==> src/inc/mbrb_consts.svh <==
// Constants for the serial holding-register bank
`ifndef MBRB_CONSTS_SVH
`define MBRB_CONSTS_SVH

// ----------------------------------------------------------------
// Timing
// ----------------------------------------------------------------
`define MBRB_CLK_HZ 20000000
`define MBRB_BAUD 9600
`define MBRB_BIT_CYC (`MBRB_CLK_HZ / `MBRB_BAUD)
`define MBRB_HALF_CYC (`MBRB_BIT_CYC / 2)
`define MBRB_GAP_US 4010
`define MBRB_GAP_CYC (`MBRB_GAP_US * (`MBRB_CLK_HZ / 1000000))

// ----------------------------------------------------------------
// Frame handling
// ----------------------------------------------------------------
`define MBRB_BUF_LEN 32
`define MBRB_MAX_QTY 16'h0008
`define MBRB_CRC_INIT 16'hFFFF
`define MBRB_CRC_POLY 16'hA001
`define MBRB_FC_RD 8'h03
`define MBRB_FC_WR1 8'h06
`define MBRB_FC_WRN 8'h10
`define MBRB_EXC_FLAG 8'h80
`define MBRB_EXC_FUNC 8'h01
`define MBRB_EXC_ADDR 8'h02
`define MBRB_EXC_VAL 8'h03

// ----------------------------------------------------------------
// Register offsets
// ----------------------------------------------------------------
`define MBRB_NODE_OFS 16'h0000
`define MBRB_FAULT_OFS 16'h0003
`define MBRB_OCFG_OFS 16'h0004
`define MBRB_FW_OFS 16'h0008
`define MBRB_RLO_OFS 16'h000A
`define MBRB_RHI_OFS 16'h000B
`define MBRB_BATCH_OFS 16'h000F
`define MBRB_SERIAL_OFS 16'h0010
`define MBRB_YEAR_OFS 16'h0011
`define MBRB_MDAY_OFS 16'h0012
`define MBRB_PRES_OFS 16'h0036

// ----------------------------------------------------------------
// Reset values and fields
// ----------------------------------------------------------------
`define MBRB_NODE_RST 16'h0001
`define MBRB_OCFG_RST 16'h0214
`define MBRB_FW_REV 16'h0203
`define MBRB_OC_FLT_LSB 0
`define MBRB_OC_UND_LSB 4
`define MBRB_OC_OVR_LSB 8
`define MBRB_OC_TEMP_BIT 12
`define MBRB_OC_PPMV_BIT 13
`define MBRB_OC_PPMW_BIT 14
`define MBRB_OC_GAS_BIT 15

`endif

==> src/inc/mbrb_pkg.sv <==
// Types shared by the serial holding-register bank
`default_nettype none
package mbrb_pkg;
  typedef enum {ST_RX, ST_DECODE, ST_CHECK, ST_WRITE, ST_SEND}
    mbrb_state_t;
  typedef enum logic [2:0] {PAR_DEW, PAR_TEMP, PAR_PPMV, PAR_PPMW,
    PAR_GAS} mbrb_param_t;
endpackage
`default_nettype wire

==> src/inc/mbrb_ser_if.sv <==
// Byte stream between the frame engine and the serial shifters
`timescale 1ns/1ps
`default_nettype none
interface mbrb_ser_if;
  logic rx_valid;
  logic [7:0] rx_data;
  logic tx_valid;
  logic [7:0] tx_data;
  logic tx_ready;
  modport rxp (output rx_valid, output rx_data);
  modport txp (input tx_valid, input tx_data, output tx_ready);
  modport core (input rx_valid, input rx_data, input tx_ready,
    output tx_valid, output tx_data);
endinterface
`default_nettype wire

==> src/mbrb_regbank.sv <==
// Holding-register bank answering serial request frames
`timescale 1ns/1ps
`default_nettype none
`include "mbrb_consts.svh"
module mbrb_regbank
  import mbrb_pkg::*;
#(
  parameter int unsigned GAP_CYCLES = `MBRB_GAP_CYC
)
(
  input wire logic core_clk_i,
  input wire logic sys_rst_i,
  input wire logic rx_i,
  input wire logic [7:0] fault_flags_i,
  input wire logic [15:0] batch_i,
  input wire logic [15:0] serial_i,
  output logic tx_o,
  output logic tx_en_o,
  output logic [15:0] out_config_o,
  output logic [15:0] range_low_o,
  output logic [15:0] range_high_o,
  output logic [15:0] pressure_o,
  output logic [31:0] sensor_id_o,
  output var mbrb_param_t param_code_o
);
  // ----------------------------------------------------------------
  // Declarations
  // ----------------------------------------------------------------
  mbrb_ser_if ser();
  mbrb_state_t state;
  logic [15:0] node_address;
  logic [15:0] fault_status;
  logic [15:0] output_config;
  logic [15:0] range_low_limit;
  logic [15:0] range_high_limit;
  logic [15:0] calibration_year;
  logic [15:0] calibration_month_day;
  logic [15:0] ppm_pressure_value;
  logic [7:0] frame_buf [0:`MBRB_BUF_LEN-1];
  logic [5:0] rx_cnt;
  logic rx_ovf;
  logic [15:0] rx_crc;
  logic [31:0] gap_cnt;
  logic frame_good;
  logic [7:0] fcode;
  logic [7:0] exc;
  logic [15:0] start_addr;
  logic [15:0] req_qty;
  logic [3:0] qty;
  logic [3:0] idx;
  logic is_rd;
  logic [1:0] kind;
  logic [3:0] rd_idx;
  logic [5:0] tx_rel;
  logic [15:0] rd_addr;
  logic [15:0] rd_data;
  logic [15:0] wr_data;
  logic [5:0] tx_cnt;
  logic [5:0] tx_len;
  logic [15:0] tx_crc;
  logic [7:0] tx_byte;
  logic tx_valid;
  logic tx_last;

  // ----------------------------------------------------------------
  // Functions
  // ----------------------------------------------------------------
  // One byte through the frame check sequence
  function automatic logic [15:0] crc_step(input logic [15:0] crc,
    input logic [7:0] d);
    logic [15:0] c;
    c = crc ^ {8'h00, d};
    for (int i = 0; i < 8; i++)
      c = c[0] ? ((c >> 1) ^ `MBRB_CRC_POLY) : (c >> 1);
    return c;
  endfunction

  // Map bit and write bit of an offset
  function automatic logic [1:0] reg_kind(input logic [15:0] a);
    case (a)
      `MBRB_NODE_OFS, `MBRB_OCFG_OFS, `MBRB_RLO_OFS, `MBRB_RHI_OFS,
      `MBRB_YEAR_OFS, `MBRB_MDAY_OFS, `MBRB_PRES_OFS:
        return 2'b11;
      `MBRB_FAULT_OFS, `MBRB_FW_OFS, `MBRB_BATCH_OFS,
      `MBRB_SERIAL_OFS:
        return 2'b10;
      default:
        return 2'b00;
    endcase
  endfunction

  // Every nibble a decimal digit
  function automatic logic bcd_ok(input logic [15:0] d);
    logic ok;
    ok = 1'b1;
    for (int i = 0; i < 4; i++)
      if (d[4*i +: 4] > 4'h9)
        ok = 1'b0;
    return ok;
  endfunction

  // Value check for registers with a restricted range
  function automatic logic value_ok(input logic [15:0] a,
    input logic [15:0] d);
    case (a)
      `MBRB_NODE_OFS:
        return d[15:8] == 8'h00 && d[7:0] != 8'h00;
      `MBRB_YEAR_OFS:
        return bcd_ok(d);
      `MBRB_MDAY_OFS:
        return bcd_ok(d) && d[15:12] == 4'h0;
      default:
        return 1'b1;
    endcase
  endfunction

  // ----------------------------------------------------------------
  // Serial shifters
  // ----------------------------------------------------------------
  mbrb_uart_rx u_rx (
    .core_clk_i(core_clk_i),
    .sys_rst_i(sys_rst_i),
    .rx_i(rx_i),
    .ser(ser.rxp)
  );

  mbrb_uart_tx u_tx (
    .core_clk_i(core_clk_i),
    .sys_rst_i(sys_rst_i),
    .ser(ser.txp),
    .tx_o(tx_o),
    .tx_en_o(tx_en_o)
  );

  assign ser.tx_valid = tx_valid;
  assign ser.tx_data = tx_byte;

  // ----------------------------------------------------------------
  // Frame reception
  // ----------------------------------------------------------------
  // Good frame: long enough, check sums to zero, our address
  assign frame_good = rx_cnt >= 6'd4 && !rx_ovf && rx_crc == 16'h0000
    && frame_buf[0] == node_address[7:0];

  // Collect bytes until the line falls silent
  always_ff @(posedge core_clk_i)
  begin
    if (sys_rst_i || state == ST_SEND)
    begin
      rx_cnt <= 6'd0;
      rx_ovf <= 1'b0;
      rx_crc <= `MBRB_CRC_INIT;
      gap_cnt <= 32'h00000000;
    end
    else if (state == ST_RX)
    begin
      if (ser.rx_valid)
      begin
        if (rx_cnt < 6'(`MBRB_BUF_LEN))
        begin
          frame_buf[rx_cnt[4:0]] <= ser.rx_data;
          rx_cnt <= rx_cnt + 6'd1;
        end
        else
          rx_ovf <= 1'b1;
        rx_crc <= crc_step(rx_crc, ser.rx_data);
        gap_cnt <= 32'h00000000;
      end
      else if (rx_cnt != 6'd0 && gap_cnt < GAP_CYCLES - 1)
        gap_cnt <= gap_cnt + 32'h00000001;
      else if (rx_cnt != 6'd0 && !frame_good)
      begin
        rx_cnt <= 6'd0; // Foreign or damaged frame is dropped
        rx_ovf <= 1'b0;
        rx_crc <= `MBRB_CRC_INIT;
        gap_cnt <= 32'h00000000;
      end
    end
  end

  // ----------------------------------------------------------------
  // Request decode and register walk
  // ----------------------------------------------------------------
  assign req_qty = {frame_buf[4], frame_buf[5]};
  assign is_rd = fcode == `MBRB_FC_RD;
  assign kind = reg_kind(rd_addr);
  assign tx_rel = tx_cnt - 6'd3;
  assign rd_idx = (state == ST_SEND) ? tx_rel[4:1] : idx;
  assign rd_addr = start_addr + {12'h000, rd_idx};
  assign wr_data = (fcode == `MBRB_FC_WR1) ? req_qty :
    {frame_buf[5'd7 + {idx, 1'b0}], frame_buf[5'd8 + {idx, 1'b0}]};

  // Sequencer: decode, check every register, write, reply
  always_ff @(posedge core_clk_i)
  begin
    if (sys_rst_i)
    begin
      state <= ST_RX;
      fcode <= 8'h00;
      exc <= 8'h00;
      start_addr <= 16'h0000;
      qty <= 4'h0;
      idx <= 4'h0;
    end
    else
    begin
      case (state)
        ST_RX:
          if (!ser.rx_valid && rx_cnt != 6'd0 && gap_cnt >= GAP_CYCLES - 1
            && frame_good)
          begin
            state <= ST_DECODE;
            exc <= 8'h00;
          end
        ST_DECODE:
        begin
          fcode <= frame_buf[1];
          start_addr <= {frame_buf[2], frame_buf[3]};
          qty <= req_qty[3:0];
          idx <= 4'h0;
          state <= ST_CHECK;
          case (frame_buf[1])
            `MBRB_FC_RD:
              if (req_qty == 16'h0000 || req_qty > `MBRB_MAX_QTY
                || rx_cnt != 6'd8)
                exc <= `MBRB_EXC_VAL;
            `MBRB_FC_WR1:
            begin
              qty <= 4'h1;
              if (rx_cnt != 6'd8)
                exc <= `MBRB_EXC_VAL;
            end
            `MBRB_FC_WRN:
              if (req_qty == 16'h0000 || req_qty > `MBRB_MAX_QTY
                || frame_buf[6] != {req_qty[6:0], 1'b0}
                || rx_cnt != 6'd9 + {1'b0, req_qty[3:0], 1'b0})
                exc <= `MBRB_EXC_VAL;
            default:
              exc <= `MBRB_EXC_FUNC;
          endcase
        end
        ST_CHECK:
          if (exc != 8'h00)
            state <= ST_SEND;
          else if (!kind[1] || (!is_rd && !kind[0]))
          begin
            exc <= `MBRB_EXC_ADDR;
            state <= ST_SEND;
          end
          else if (!is_rd && !value_ok(rd_addr, wr_data))
          begin
            exc <= `MBRB_EXC_VAL;
            state <= ST_SEND;
          end
          else if (idx == qty - 4'h1)
          begin
            idx <= 4'h0;
            state <= is_rd ? ST_SEND : ST_WRITE;
          end
          else
            idx <= idx + 4'h1;
        ST_WRITE:
          if (idx == qty - 4'h1)
            state <= ST_SEND;
          else
            idx <= idx + 4'h1;
        ST_SEND:
          if (tx_last)
            state <= ST_RX;
        default:
          state <= ST_RX;
      endcase
    end
  end

  // ----------------------------------------------------------------
  // Register file
  // ----------------------------------------------------------------
  // Software writes, applied only after the whole request checked out
  always_ff @(posedge core_clk_i)
  begin
    if (sys_rst_i)
    begin
      node_address <= `MBRB_NODE_RST;
      output_config <= `MBRB_OCFG_RST;
      range_low_limit <= 16'h0000;
      range_high_limit <= 16'h0000;
      calibration_year <= 16'h0000;
      calibration_month_day <= 16'h0000;
      ppm_pressure_value <= 16'h0000;
    end
    else if (state == ST_WRITE)
    begin
      case (rd_addr)
        `MBRB_NODE_OFS: node_address <= wr_data;
        `MBRB_OCFG_OFS: output_config <= wr_data;
        `MBRB_RLO_OFS: range_low_limit <= wr_data;
        `MBRB_RHI_OFS: range_high_limit <= wr_data;
        `MBRB_YEAR_OFS: calibration_year <= wr_data;
        `MBRB_MDAY_OFS: calibration_month_day <= wr_data;
        `MBRB_PRES_OFS: ppm_pressure_value <= wr_data;
        default: ;
      endcase
    end
  end

  // Live fault flags, sensor short upward
  always_ff @(posedge core_clk_i)
  begin
    if (sys_rst_i)
      fault_status <= 16'h0000;
    else
      fault_status <= {8'h00, fault_flags_i};
  end

  // Read multiplexer; batch then serial form one 32-bit pair
  always_comb
  begin
    case (rd_addr)
      `MBRB_NODE_OFS: rd_data = node_address;
      `MBRB_FAULT_OFS: rd_data = fault_status;
      `MBRB_OCFG_OFS: rd_data = output_config;
      `MBRB_FW_OFS: rd_data = `MBRB_FW_REV;
      `MBRB_RLO_OFS: rd_data = range_low_limit;
      `MBRB_RHI_OFS: rd_data = range_high_limit;
      `MBRB_BATCH_OFS: rd_data = batch_i;
      `MBRB_SERIAL_OFS: rd_data = serial_i;
      `MBRB_YEAR_OFS: rd_data = calibration_year;
      `MBRB_MDAY_OFS: rd_data = calibration_month_day;
      `MBRB_PRES_OFS: rd_data = ppm_pressure_value;
      default: rd_data = 16'h0000;
    endcase
  end

  // ----------------------------------------------------------------
  // Reply transmission
  // ----------------------------------------------------------------
  assign tx_len = (exc != 8'h00) ? 6'd5 :
    is_rd ? 6'd5 + {1'b0, qty, 1'b0} : 6'd8;
  assign tx_last = tx_valid && ser.tx_ready && tx_cnt == tx_len - 6'd1;

  // Reply byte for the current position; check sequence last
  always_comb
  begin
    if (tx_cnt == tx_len - 6'd2)
      tx_byte = tx_crc[7:0];
    else if (tx_cnt == tx_len - 6'd1)
      tx_byte = tx_crc[15:8];
    else if (tx_cnt == 6'd0)
      tx_byte = frame_buf[0];
    else if (tx_cnt == 6'd1)
      tx_byte = (exc != 8'h00) ? (fcode | `MBRB_EXC_FLAG) : fcode;
    else if (exc != 8'h00)
      tx_byte = exc;
    else if (is_rd && tx_cnt == 6'd2)
      tx_byte = {3'b000, qty, 1'b0};
    else if (is_rd)
      tx_byte = tx_cnt[0] ? rd_data[15:8] : rd_data[7:0];
    else
      tx_byte = frame_buf[tx_cnt[4:0]]; // Echo of address and count, or of address and value for a single write
  end

  // Hand bytes to the transmitter one at a time
  always_ff @(posedge core_clk_i)
  begin
    if (sys_rst_i || state != ST_SEND)
    begin
      tx_valid <= 1'b0;
      tx_cnt <= 6'd0;
      tx_crc <= `MBRB_CRC_INIT;
    end
    else if (tx_valid && ser.tx_ready)
    begin
      tx_valid <= 1'b0;
      tx_cnt <= tx_cnt + 6'd1;
      if (tx_cnt < tx_len - 6'd2)
        tx_crc <= crc_step(tx_crc, tx_byte);
    end
    else if (!tx_valid)
      tx_valid <= 1'b1;
  end

  // ----------------------------------------------------------------
  // Outputs to the loop-current and measurement logic
  // ----------------------------------------------------------------
  assign out_config_o = output_config;
  assign range_low_o = range_low_limit;
  assign range_high_o = range_high_limit;
  assign pressure_o = ppm_pressure_value;

  // Parameter code; one bit expected, highest wins otherwise
  always_ff @(posedge core_clk_i)
  begin
    if (sys_rst_i)
    begin
      param_code_o <= PAR_DEW;
      sensor_id_o <= 32'h00000000;
    end
    else
    begin
      sensor_id_o <= {batch_i, serial_i};
      if (output_config[`MBRB_OC_GAS_BIT])
        param_code_o <= PAR_GAS;
      else if (output_config[`MBRB_OC_PPMW_BIT])
        param_code_o <= PAR_PPMW;
      else if (output_config[`MBRB_OC_PPMV_BIT])
        param_code_o <= PAR_PPMV;
      else if (output_config[`MBRB_OC_TEMP_BIT])
        param_code_o <= PAR_TEMP;
      else
        param_code_o <= PAR_DEW;
    end
  end
endmodule
`default_nettype wire

==> src/mbrb_uart_rx.sv <==
// Serial receiver, 8 data bits, no parity, one stop bit
`timescale 1ns/1ps
`default_nettype none
`include "mbrb_consts.svh"
module mbrb_uart_rx
(
  input wire logic core_clk_i,
  input wire logic sys_rst_i,
  input wire logic rx_i,
  mbrb_ser_if.rxp ser
);
  logic sync1;
  logic sync2;
  logic busy;
  logic [11:0] cyc;
  logic [3:0] bit_idx;
  logic [7:0] shreg;

  // Two-stage synchroniser for the line
  always_ff @(posedge core_clk_i)
  begin
    if (sys_rst_i)
    begin
      sync1 <= 1'b1;
      sync2 <= 1'b1;
    end
    else
    begin
      sync1 <= rx_i;
      sync2 <= sync1;
    end
  end

  // Bit timing, centre sampling and stop check
  always_ff @(posedge core_clk_i)
  begin
    if (sys_rst_i)
    begin
      busy <= 1'b0;
      cyc <= 12'h000;
      bit_idx <= 4'h0;
      shreg <= 8'h00;
      ser.rx_valid <= 1'b0;
      ser.rx_data <= 8'h00;
    end
    else
    begin
      ser.rx_valid <= 1'b0;
      if (!busy)
      begin
        if (!sync2)
        begin
          busy <= 1'b1;
          cyc <= 12'(`MBRB_HALF_CYC);
          bit_idx <= 4'h0;
        end
      end
      else if (cyc != 12'h000)
        cyc <= cyc - 12'h001;
      else
      begin
        cyc <= 12'(`MBRB_BIT_CYC - 1);
        if (bit_idx == 4'h0)
        begin
          busy <= !sync2; // False start drops out
          bit_idx <= 4'h1;
        end
        else if (bit_idx <= 4'h8)
        begin
          shreg <= {sync2, shreg[7:1]}; // LSB first
          bit_idx <= bit_idx + 4'h1;
        end
        else
        begin
          busy <= 1'b0;
          ser.rx_valid <= sync2; // Bad stop bit loses the byte
          ser.rx_data <= shreg;
        end
      end
    end
  end
endmodule
`default_nettype wire

==> src/mbrb_uart_tx.sv <==
// Serial transmitter with line-driver enable
`timescale 1ns/1ps
`default_nettype none
`include "mbrb_consts.svh"
module mbrb_uart_tx
(
  input wire logic core_clk_i,
  input wire logic sys_rst_i,
  mbrb_ser_if.txp ser,
  output logic tx_o,
  output logic tx_en_o
);
  logic busy;
  logic [11:0] cyc;
  logic [3:0] bit_idx;
  logic [9:0] shreg;

  assign ser.tx_ready = !busy;

  // Start, 8 data, stop; driver stays on while bytes follow
  always_ff @(posedge core_clk_i)
  begin
    if (sys_rst_i)
    begin
      busy <= 1'b0;
      cyc <= 12'h000;
      bit_idx <= 4'h0;
      shreg <= 10'h3FF;
      tx_o <= 1'b1;
      tx_en_o <= 1'b0;
    end
    else if (!busy)
    begin
      if (ser.tx_valid)
      begin
        shreg <= {1'b1, ser.tx_data, 1'b0};
        busy <= 1'b1;
        cyc <= 12'(`MBRB_BIT_CYC - 1);
        bit_idx <= 4'h0;
        tx_o <= 1'b0;
        tx_en_o <= 1'b1;
      end
      else
        tx_en_o <= 1'b0;
    end
    else if (cyc != 12'h000)
      cyc <= cyc - 12'h001;
    else if (bit_idx == 4'h9)
      busy <= 1'b0;
    else
    begin
      shreg <= {1'b1, shreg[9:1]};
      tx_o <= shreg[1];
      bit_idx <= bit_idx + 4'h1;
      cyc <= 12'(`MBRB_BIT_CYC - 1);
    end
  end
endmodule
`default_nettype wire

==> config.mk <==
export PLATFORM = sky130hd
export DESIGN_NAME = mbrb_regbank
export DESIGN_NICKNAME = d
export VERILOG_FILES = /design/src/inc/mbrb_pkg.sv /design/src/inc/mbrb_ser_if.sv /design/src/mbrb_regbank.sv /design/src/mbrb_uart_rx.sv /design/src/mbrb_uart_tx.sv
export VERILOG_INCLUDE_DIRS = /design/src /design/src/inc
export SDC_FILE = /design/constraint.sdc
export NUM_CORES = 1
export LEC_CHECK = 0
export BUFFER_PORTS_ARGS = -buffer_cell sky130_fd_sc_hd__buf_2
export CORE_MARGIN = 2
export CORE_UTILIZATION = 55
export CTS_BUF_LIST = sky130_fd_sc_hd__clkbuf_4 sky130_fd_sc_hd__clkbuf_8
export DETAILED_ROUTE_END_ITERATION = 10
export GPL_TIMING_DRIVEN = 0
export PLACE_DENSITY = 0.73
export SYNTH_ARGS = -nofsm -noshare
export SYNTH_HDL_FRONTEND = slang
export SYNTH_SLANG_ARGS = --single-unit
==> constraint.sdc <==
create_clock -name core_clk_i -period 5.16 [get_ports core_clk_i]
set_clock_uncertainty 0.05 [all_clocks]
set_input_delay 1.032 -clock core_clk_i [delete_from_list [all_inputs] [get_ports core_clk_i]]
set_output_delay 1.032 -clock core_clk_i [all_outputs]
set_load 0.1 [all_outputs]
Word level (Yosys, flattened, before mapping)

Memories as Yosys holds them, arrays and structs flattened. A register that Yosys moved wholly into a read port is not among the register bits.
Cells that the tools add are included.

Bits in registers: 362
RAM bits: 256
Bits of input ports: 43
Memories kept: 1

Memory list:

| name      | words | bits a word | read ports | clocked after Yosys merged registers in | wr ports | line               | RTL |
|---|---|---|---|---|---|---|---|
| frame_buf | 32    | 8           | 10         | 3                                       | 1        | mbrb_regbank.sv:39 | `` logic [7:0] frame_buf [0:`MBRB_BUF_LEN-1]; `` |

$add $sub $neg: 17
Order comparisons: 11
Equal/unequal tests: 53
Mux-type cells: 129
Bitwise gates (word level): 22
Reduce and logical (&&, ||, !) cells: 74

Operators with widths:

| cell                                                                     | number |
|---|---|
| 16-bit 2-to-1 mux                                                        | 20 |
| 32-bit 2-to-1 mux                                                        | 10 |
| 16-bit one-hot mux with 11 select lines                                  | 1 |
| 32-bit one-hot mux with 5 select lines                                   | 1 |
| 8-bit 2-to-1 mux                                                         | 16 |
| 12-bit 2-to-1 mux                                                        | 7 |
| 16-bit by 4-bit == test with 1-bit output, second input constant         | 4 |
| 32-bit by 2-bit == test with 1-bit output, second input constant         | 2 |
| 32-bit by 3-bit == test with 1-bit output, second input constant         | 2 |
| 32-bit zero test                                                         | 2 |
| 4-bit 2-to-1 mux                                                         | 16 |
| 16-bit by 5-bit == test with 1-bit output, second input constant         | 3 |
| 16-bit zero test                                                         | 3 |
| 2-bit inverter with 3-bit output                                         | 16 |
| 8-bit one-hot mux with 3 select lines                                    | 2 |
| 10-bit 2-to-1 mux                                                        | 4 |
| 1-bit 2-to-1 mux                                                         | 37 |
| 6-bit 2-to-1 mux                                                         | 6 |
| 32-bit by 1-bit adder with 32-bit output, second input constant          | 1 |
| 32-bit by 1-bit == test with 1-bit output, second input constant         | 1 |
| 32-bit by 4-bit == test with 1-bit output, second input constant         | 1 |
| 32-bit by 17-bit >= comparator with 1-bit output, second input constant  | 1 |
| 32-bit by 17-bit < comparator with 1-bit output, second input constant   | 1 |
| 32-bit by 4-bit inequality test with 1-bit output, second input constant | 1 |
| other kinds (65)                                                         | 148 |

Depth between registers and ports, before layout

Gate-level depths: netlist of the first run.

Depth after elaboration: 30
Mapped depth: 25

By module

A second synthesis of the first run with hierarchy kept.

Cell total of the unflattened synthesis: 2570
Area, all modules: 29080.4 µm²

By module, submodules not included:

| module       | instances | cells each | area each (µm²) |
|---|---|---|---|
| mbrb_regbank | 1         | 2227       | 26007.4 |
| mbrb_uart_rx | 1         | 192        | 1739.2 |
| mbrb_uart_tx | 1         | 151        | 1333.8 |

Worst setup path after synthesis of the first run

OpenSTA, ideal clock, no wires.

Path type: register to register
From: reg idx[1]
To: reg idx[1]
Library setup time: 0.070 ns
Arrival time: 5.382 ns
Data required time: 5.040 ns
Path slack: -0.342 ns
Stages on the path, launching flop included: 23
Buffers on the path: 4
Clock period less this slack: 5.502 ns
Path through: dfxtp_1 -> buf_2 -> clkbuf_1 -> clkbuf_1 -> inv_1 -> o21ai_0 -> fa_1 -> nand3_1 -> a2111oi_0 -> mux2i_1 -> o211ai_1 -> nor2_1 -> clkbuf_1 -> o21ai_0 -> a221oi_1 -> nand4_1 -> a21o_1 -> and2_1 -> nor2_1 -> a21oi_1 -> or3_1 -> or3_1 -> a21oi_1

Longest elaborated chain between the ends: 23
Elaborated cells between the ends (all ways): 61

RTL lines:

| element                                | line                | RTL |
|---|---|---|
| start: declaration                     | mbrb_regbank.sv:50  | `logic [3:0] idx;` |
| start signal: assignment               | mbrb_regbank.sv:261 | `idx <= idx + 4'h1;` |
| start signal: assignment               | mbrb_regbank.sv:266 | `idx <= idx + 4'h1;` |
| 4-bit by 5-bit adder with 5-bit output | mbrb_regbank.sv:191 | `{frame_buf[5'd7 + {idx, 1'b0}], frame_buf[5'd8 + {idx, 1'b0}]};` |
| memory read 32 x 8 bit                 | n/a                 |  |
| 16-bit 2-to-1 mux                      | mbrb_regbank.sv:190 | `` assign wr_data = (fcode == `MBRB_FC_WR1) ? req_qty : `` |
| 4-bit greater-than comparator          | mbrb_regbank.sv:97  | `if (d[4*i +: 4] > 4'h9)` |
| 1-bit 2-to-1 mux (4 in a row)          | mbrb_regbank.sv:97  |  |
| 1-bit 2-to-1 mux                       | mbrb_regbank.sv:105 | `case (a)` |
| 1-bit 2-to-1 mux                       | mbrb_regbank.sv:245 | `else if (!kind[1] \|\| (!is_rd && !kind[0]))` |
| 1-bit 2-to-1 mux                       | mbrb_regbank.sv:243 | `if (exc != 8'h00)` |
| (+4 left out)                          | n/a                 |  |
| 1-bit 2-to-1 mux                       | mbrb_regbank.sv:245 |  |
| 1-bit 2-to-1 mux                       | mbrb_regbank.sv:243 |  |
| 1-bit 2-to-1 mux                       | mbrb_regbank.sv:207 | `case (state)` |
| 1-bit 2-to-1 mux                       | mbrb_regbank.sv:196 | `if (sys_rst_i)` |
| 1-bit zero test                        | mbrb_regbank.sv:250 | `else if (!is_rd && !value_ok(rd_addr, wr_data))` |
| 1-bit logical AND                      | mbrb_regbank.sv:250 |  |
| 2-bit inequality test (no line)        | n/a                 |  |
| 5-bit AND reduction (no line)          | n/a                 |  |

Parallel ways exist; a longest one is shown, timed or not. The select of a mux whose other input is x is not followed.
A chain may end at the register's enable or synchronous reset.

Worst setup path in the final report of the first run

From: reg tx_cnt[0]
To: reg tx_crc[15]

Longest elaborated chain between the ends: 23
Elaborated cells between the ends (all ways): 47

RTL lines:

| element                                                                            | line                | RTL |
|---|---|---|
| start: declaration                                                                 | mbrb_regbank.sv:58  | `logic [5:0] tx_cnt;` |
| start signal: assignment                                                           | mbrb_regbank.sv:375 | `tx_cnt <= tx_cnt + 6'd1;` |
| 5-bit by 2-bit subtractor with 5-bit output                                        | mbrb_regbank.sv:187 | `assign tx_rel = tx_cnt - 6'd3;` |
| 4-bit 2-to-1 mux                                                                   | mbrb_regbank.sv:188 | `assign rd_idx = (state == ST_SEND) ? tx_rel[4:1] : idx;` |
| 16-bit by 4-bit adder with 16-bit output                                           | mbrb_regbank.sv:189 | `assign rd_addr = start_addr + {12'h000, rd_idx};` |
| 16-bit by 6-bit == test with 1-bit output, or another cell as far along            | mbrb_regbank.sv:319 | `case (rd_addr)` |
| 16-bit one-hot mux with 11 select lines                                            | mbrb_regbank.sv:319 |  |
| 8-bit 2-to-1 mux                                                                   | mbrb_regbank.sv:358 | `tx_byte = tx_cnt[0] ? rd_data[15:8] : rd_data[7:0];` |
| 8-bit 2-to-1 mux                                                                   | mbrb_regbank.sv:357 | `else if (is_rd)` |
| 8-bit 2-to-1 mux                                                                   | mbrb_regbank.sv:355 | `else if (is_rd && tx_cnt == 6'd2)` |
| 8-bit 2-to-1 mux                                                                   | mbrb_regbank.sv:353 | `else if (exc != 8'h00)` |
| 8-bit 2-to-1 mux                                                                   | mbrb_regbank.sv:351 | `else if (tx_cnt == 6'd1)` |
| 8-bit 2-to-1 mux                                                                   | mbrb_regbank.sv:349 | `else if (tx_cnt == 6'd0)` |
| 8-bit 2-to-1 mux                                                                   | mbrb_regbank.sv:347 | `else if (tx_cnt == tx_len - 6'd1)` |
| 8-bit 2-to-1 mux                                                                   | mbrb_regbank.sv:345 | `if (tx_cnt == tx_len - 6'd2)` |
| 16-bit by 8-bit XOR with 16-bit output                                             | mbrb_regbank.sv:72  | `c = crc ^ {8'h00, d};` |
| 16-bit 2-to-1 mux or 2-bit inverter with 3-bit output (tied branches) (6 in a row) | n/a                 |  |
| 2-bit inverter with 3-bit output (no line) or 16-bit 2-to-1 mux (tied branches)    | n/a                 |  |
| 16-bit 2-to-1 mux (2 in a row)                                                     | mbrb_regbank.sv:74  | `` c = c[0] ? ((c >> 1) ^ `MBRB_CRC_POLY) : (c >> 1); `` |
| end signal: assignment                                                             | mbrb_regbank.sv:370 | `` tx_crc <= `MBRB_CRC_INIT; `` |
| end signal: assignment                                                             | mbrb_regbank.sv:377 | `tx_crc <= crc_step(tx_crc, tx_byte);` |
| end: declaration                                                                   | mbrb_regbank.sv:60  | `logic [15:0] tx_crc;` |

Parallel ways exist; a longest one is shown, timed or not.

==> results.toml, run 1 <==
[route]
drtIter0Drc = 3058
drt-total-wl_um = 111000
drt-vias-per-instance = 6.63
drt-pass1-iter-count = 7
post-route-drc-count = 0
avgRoutedWirePerCell_um = 28.7
postRouteAntennaNets = 0
dr_total_vias = 25600

[power]
peakVddDrop_uv = 285
p_leak_nw = 12.5
power_density_nw_per_um2 = 382

[yosys]
synth_ff_type = "dfxtp_1"
synth-edff-count = 256
synth_nets = 2837
yosysUniqueCellTypes = 86
ys_seq_elements = 594
yosysSeqAreaShare = 0.497
async_flop_share = 0
syn_avg_cell_area_um2 = 10.6
yosys_warnings = 0
syn_inst = 2754
syn_area_um2 = 29100

[timing]
fin_crit_ns = 5.39
worst_pin_slew_ns = 1.50
max-slew-margin-rel = -0.00596
hold_viol = 0
finalSetupTns_ns = -0.721
setup_viol = 4
max_freq_mhz = 186
fin_ws_ns = -0.227
fin_crit_sh = 1.04
rsz0062_at_grt = "yes"
slew_viol_final = 1

[setup_path]
path_max_fanout = 10
path_class = "reg2reg"
worstPathRequired_ns = 5.69
timing.critical_path.to_type = "register"
cp-start-kind = "register"
critPathArrivalTime_ns = 5.91
regToRegSetupSlack_ns = -0.23

[final_layout]
area_growth_pct = 20.4
largest_reg_flops = 256
nets = 3173
num_antenna_cells = 0
drive_gt1_frac = 0.257

[grt]
grt_pass1_vias = 23800
grt_pass1_wl_um = 158000
grt_max_degree = 35
track_usage = 0.402
grt-ovfl-total = 0
antenna_found_initial = 4

[flow_run]
maxCapViolCount = 1

[clock_tree]
clock_latency_ns = 0.72
cts_buffers = 98
postCtsHoldBufs = 0
clock_path_buffers = 3
cts_tree = "yes"
root_buffer = "clkbuf_8"
cts.sinks = 594
cts.clk_slew.worst_paths_ns = 0.06
cts.htree.levels = 3

[floorplan]
die_w_um = 234
start_util = 0.554
io_pins = 144
die-area_um2 = 54700
die_h_um = 234
rows = 84
coreArea_um2 = 52400

[run_status]
violations = "max-capacitance violations, max-slew violations, negative setup slack"
outcome = "finished with violations"

[placed_design]
port-buffer-count = 142
dpl_worst_slack_ns = -2.73
hpwl_um = 78100
place_congestion = 1.02

[hold_path]
worst_hold_path_type = "reg2reg"
==> critical path, stage by stage, from the launching register on <==
cell      delay, ns
dfxtp_4        0.37
buf_8          0.14
buf_8          0.15
a21oi_1        0.19
xnor2_1        0.11
o21ai_2        0.33
ha_4           0.27
buf_8          0.15
o21a_1         0.23
and2_1         0.26
nor2_4         0.19
clkbuf_4       0.27
nor3b_1        0.10
a221oi_2       0.37
o221ai_1       0.21
a221oi_1       0.28
a221o_1        0.31
nor3_1         0.11
a211o_1        0.34
xor2_1         0.17
nor2_1         0.19
xnor2_2        0.19
xor2_1         0.17
o21ai_1        0.07
==> what timing repair did <==
action,CTS,global route
setup buffers,70,34
endpoints found under the setup margin,140,22
pin swaps,58,50
hold endpoints to repair,0,0
gates resized for setup,261,98
==> where the power goes <==
part	switching (mW)	internal, mW
clock network	2.00	2.40
logic	2.48	1.41
registers	0.0962	4.96
==> stage by stage <==
step,instance area [um^2],util,total power [mW],hold WS [ns],std cells
floorplan,29100,-,6.96,0.339,2754
global placement,30700,0.585,8.02,0.345,3584
detailed placement,30700,0.586,8.05,0.361,3586
CTS,34400,0.656,13.0,0.388,3826
global route,35000,0.667,13.7,0.392,3857
finish,35000,0.667,13.4,0.382,3857
==> cell type report <==
| class | instances | area, um^2 |
|---|---|---|
| inverters | 37 | 150 |
| clock buffers | 141 | 1760 |
| fillers | 4006 | 17500 |
| repair buffers | 247 | 1550 |
| plain buffers | 164 | 1030 |
| clock inverters | 38 | 310 |
| flip-flops and latches | 594 | 14500 |
| multi-input cells | 1948 | 14800 |
| well taps | 688 | 861 |
==> cell usage after synthesis, types with 7 or more instances <==
cell type | count | area share
nor2_1 | 323 | 0.042
o21ai_0 | 69 | 0.012
and2_1 | 17 | 0.0037
nand3b_1 | 11 | 0.0028
nor2b_1 | 57 | 0.012
xnor2_1 | 62 | 0.019
a221o_1 | 7 | 0.0024
or3_1 | 19 | 0.0041
or2_2 | 11 | 0.0024
a211o_1 | 8 | 0.0024
buf_2 | 24 | 0.0041
o21ai_1 | 12 | 0.0021
a211oi_1 | 29 | 0.0075
edfxtp_1 | 256 | 0.26
nor3_1 | 93 | 0.016
mux4_2 | 149 | 0.12
nand2_1 | 356 | 0.046
and4_1 | 7 | 0.0021
and3_1 | 25 | 0.0054
nor3b_1 | 9 | 0.0023
xor2_1 | 45 | 0.014
o21a_1 | 11 | 0.0028
a22oi_1 | 23 | 0.0059
a32oi_1 | 12 | 0.0036
ha_1 | 39 | 0.017
a221oi_1 | 11 | 0.0033
a22o_1 | 15 | 0.0045
a21oi_1 | 175 | 0.030
nand2b_1 | 16 | 0.0034
a31oi_1 | 30 | 0.0065
mux2_2 | 7 | 0.0027
mux2i_1 | 55 | 0.019
clkbuf_1 | 136 | 0.018
inv_1 | 37 | 0.0048
buf_1 | 12 | 0.0015
dfxtp_1 | 338 | 0.23
o211ai_1 | 19 | 0.0049
o31ai_1 | 8 | 0.0021
nand3_1 | 48 | 0.0083
nand4_1 | 26 | 0.0056
a21o_1 | 9 | 0.0023
nor4_1 | 29 | 0.0062
o22ai_1 | 15 | 0.0032
==> worst paths after layout <==
check,from,end,cells past startpoint
setup / recovery,tx_cnt[0]$_SDFFE_PP0P_,tx_crc[15]$_SDFFE_PP1P_,23
setup reg to reg,tx_cnt[0]$_SDFFE_PP0P_,tx_crc[15]$_SDFFE_PP1P_,23
hold reg to reg,u_rx.sync1$_SDFF_PP1_,u_rx.sync2$_SDFF_PP1_,1
hold / removal,u_rx.sync1$_SDFF_PP1_,u_rx.sync2$_SDFF_PP1_,1
==> routing by layer <==
metal  track usage  wire length (um)
met1         0.510             39900
met4         0.266              8430
met3        0.0849             12500
met2         0.624             50000
met5             0                36
==> logic make-up after synthesis <==
| logic type | share of synthesized area |
|---|---|
| compound gates | 0.117 |
| simple gates | 0.170 |
| mux | 0.137 |
| fa+ha+maj | 0.0175 |
| flops | 0.497 |
| xor+xnor | 0.0328 |
| buf+inv | 0.0289 |
==> layout by cell type, fill, tap and decap left out, drive strengths merged, types with 12 or more instances in the layout <==
master / Yosys / routed
nand2: 357 / 357
dfxtp: 338 / 338
nor2: 323 / 323
buf: 39 / 280
clkbuf: 136 / 270
edfxtp: 256 / 256
a21oi: 179 / 179
mux4: 149 / 149
nor3: 95 / 95
o21ai: 82 / 82
xnor2: 63 / 63
nor2b: 57 / 57
mux2i: 55 / 55
nand3: 48 / 48
xor2: 45 / 45
ha: 39 / 39
inv: 37 / 37
a31oi: 30 / 30
clkinv: 0 / 30
nor4: 29 / 29
a211oi: 29 / 29
nand4: 26 / 26
and3: 25 / 25
a22oi: 23 / 23
o211ai: 20 / 20
or3: 19 / 19
and2: 19 / 19
nand2b: 16 / 16
a22o: 15 / 15
o22ai: 15 / 15
a32oi: 12 / 12
or2: 12 / 12
(Power assumes the default switching activity.)
==> inputs of run 2 (changes only) <==
--- a/config.mk
+++ b/config.mk
@@ -9,3 +9,3 @@
 export BUFFER_PORTS_ARGS = -buffer_cell sky130_fd_sc_hd__buf_2
-export CORE_MARGIN = 2
+export CORE_MARGIN = 1.5
 export CORE_UTILIZATION = 55
--- a/constraint.sdc
+++ b/constraint.sdc
@@ -4,2 +4,2 @@
 set_output_delay 1.032 -clock core_clk_i [all_outputs]
-set_load 0.1 [all_outputs]
+set_load 0.02 [all_outputs]
==> run 2 against run 1 <==
  * The flow still finishes with violations (max-capacitance violations, max-slew violations, negative setup slack)
  * Total power is 0.56% higher
  * Cell count about the same
  * Via count up 0.34%
  * Clock power up 3%
  * Critical path depth rose by 1
  * Final area barely moved
  * Wire length is 1.0% lower
  * Worst hold slack got worse by 0.016 ns
  * Flip-flop and latch count unchanged
==> results.toml, run 2 (synthesis results as in run 1) <==
[run_status]
outcome = "finished with violations"
violations = "max-capacitance violations, max-slew violations, negative setup slack"

[placed_design]
place_congestion = 1.04
placed_cell_area_um2 = 30700
port-buffer-count = 142
hpwl_um = 76700

[setup_path]
endpoint = "tx_crc[15]$_SDFFE_PP1P_"
cp_cell_sequence = "ha_4 > nor3_4 > xnor2_1 > o21ai_2 > ha_1 > buf_6 > a21oi_4 > buf_6 > a21oi_2 > a222oi_1 > buf_4 > buf_2 > inv_1 > a32o_2 > o21ai_4 > a2111oi_4 > buf_4 > or3_4 > a22o_4 > a21oi_4 > xnor2_2 > xnor2_2 > xor2_1 > o21ai_1"
critPathArrivalTime_ns = 5.76
cp-startpoint = "tx_cnt[0]$_SDFFE_PP0P_"
cp-start-kind = "register"
cp_slowest_cell = "dfxtp_4"
worstPathRequired_ns = 5.68
path_class = "reg2reg"
r2r-start = "tx_cnt[0]$_SDFFE_PP0P_"
ff2ff_path_depth = 24
r2r_end = "tx_crc[15]$_SDFFE_PP1P_"
path_max_fanout = 6
timing.critical_path.to_type = "register"
max_stage_delay_ns = 0.37
regToRegSetupSlack_ns = -0.08

[clock_tree]
cts_buffers = 98
cts_tree = "yes"
cts.htree.levels = 3
root_buffer = "clkbuf_8"
postCtsHoldBufs = 0
cts.clk_slew.worst_paths_ns = 0.06
clock_latency_ns = 0.73
cts.sinks = 594
clock_path_buffers = 3

[route]
dr_total_vias = 25600
drt-vias-per-instance = 6.65
wl_met1_um = 39400
drtIter0Drc = 3227
drt-pass1-iter-count = 8
postRouteAntennaNets = 0
avgRoutedWirePerCell_um = 28.5
routed-wl-met3_um = 12500
wl_met2_um = 49300
post-route-drc-count = 0
drt-total-wl_um = 110000
top_layer = "met5"

[final_layout]
drive_gt1_frac = 0.257
utilization = 0.668
nets = 3169
mostFrequentLayoutCell = "nand2_1"
area_growth_pct = 20.5
final_cell_mix = "nand2_1, dfxtp_1, nor2_1, edfxtp_1, a21oi_1"
fin_area_um2 = 35000
largest_reg_flops = 256

[power]
p_leak_nw = 12.5
power_density_nw_per_um2 = 383
p_int_mw = 8.93
swShare = 0.335
p_seq_frac = 0.376
switching_power_mw = 4.49
share_comb_of_total_power = 0.287
p_clk_frac = 0.336
peakVddDrop_uv = 266

[timing]
worst_pin_slew_ns = 1.50
fin_ws_ns = -0.0777
max_freq_mhz = 191
max-slew-margin-rel = -0.00873
whs_ns = 0.366
fin_crit_sh = 1.02
hold_viol = 0
rsz0062_at_grt = "yes"
slew_viol_final = 8
fin_crit_ns = 5.24
setup_viol = 2

[floorplan]
rows = 84
die_h_um = 233
start_util = 0.554
die-area_um2 = 54200
die_w_um = 233
io_pins = 144
coreArea_um2 = 52400

[grt]
track_usage = 0.399
grt_max_degree = 35
grt_pass1_vias = 24000
antenna_found_initial = 3
grt_pass1_wl_um = 156000
grt-ovfl-total = 0

[flow_run]
maxCapViolCount = 1

[hold_path]
worst_hold_path_type = "reg2reg"
run 2: cell count changes in the layout (fill, tap and decap cells not counted), moves of 3 or more:
cell,change
a21oi_4,+3
bufinv_16,+3
buf_4,-3
buf_8,-3
a221oi_2,+4
dfxtp_2,-3
clkinv_1,-3
clkinv_2,+6
mux2i_2,-3
buf_6,+4
a221oi_1,-4
clkbuf_4,-13
run 2: worst max-delay path, delay by kind of cell, from the launching register on:
family          cells  cell delay, ns
compound gates     10            2.07
simple gates        2            0.48
flops               1            0.37
xor+xnor            4            0.62
fa+ha+maj           2            0.48
buf+inv             6            1.03
run 2: stage by stage:
step	cells	TNS, ns	power [mW]	setup WS, ns
floorplan	2754	0	6.87	0.00498
global placement	3584	-185.43	7.91	-2.67
detailed placement	3587	-177.47	7.94	-2.64
CTS	3818	-0.0697	12.9	-0.0361
global route	3854	-0.826	13.8	-0.258
finish	3854	-0.152	13.4	-0.0777
run 2: power groups by stage:
stage | clock network, mW | logic, mW | registers [mW]
finish | 4.52 | 3.86 | 5.05
global route | 4.74 | 3.98 | 5.06
CTS | 4.52 | 3.34 | 5.05
detailed placement | 0 | 2.81 | 5.13
global placement | 0 | 2.78 | 5.13
floorplan | 0 | 1.75 | 5.13
run 2: layer usage:
metal | vias up | GRT usage
met5 | - | 0
met4 | 2 | 0.262
met3 | 456 | 0.0953
met2 | 1912 | 0.624
met1 | 12400 | 0.495
li1 | 10900 | -
run 2: how the worst min path moves through the flow:
stage	slack, ns	to	start	cells after the start
floorplan	0.34	u_rx.sync2$_SDFF_PP1_	u_rx.sync1$_SDFF_PP1_	1
detailed placement	0.36	u_rx.sync2$_SDFF_PP1_	u_rx.sync1$_SDFF_PP1_	1
global placement	0.35	u_rx.sync2$_SDFF_PP1_	u_rx.sync1$_SDFF_PP1_	1
CTS	0.37	u_rx.sync2$_SDFF_PP1_	u_rx.sync1$_SDFF_PP1_	1
global route	0.38	u_rx.sync2$_SDFF_PP1_	u_rx.sync1$_SDFF_PP1_	1
finish	0.37	u_rx.sync2$_SDFF_PP1_	u_rx.sync1$_SDFF_PP1_	1
run 2: area by class of cell:
type | count | area [um^2]
plain buffers | 159 | 948
clock inverters | 44 | 404
inverters | 37 | 150
fillers | 3960 | 17400
well taps | 688 | 861
multi-input cells | 1948 | 14900
flip-flops and latches | 594 | 14500
clock buffers | 134 | 1720
diodes | 2 | 5.00
repair buffers | 248 | 1580
run 2: timing repair:
item / CTS / global route
pin swaps: 51 / 47
cloned: 0 / 0
endpoints found under the setup margin: 140 / 16
resized for setup: 259 / 85
buffers inserted: 66 / 39
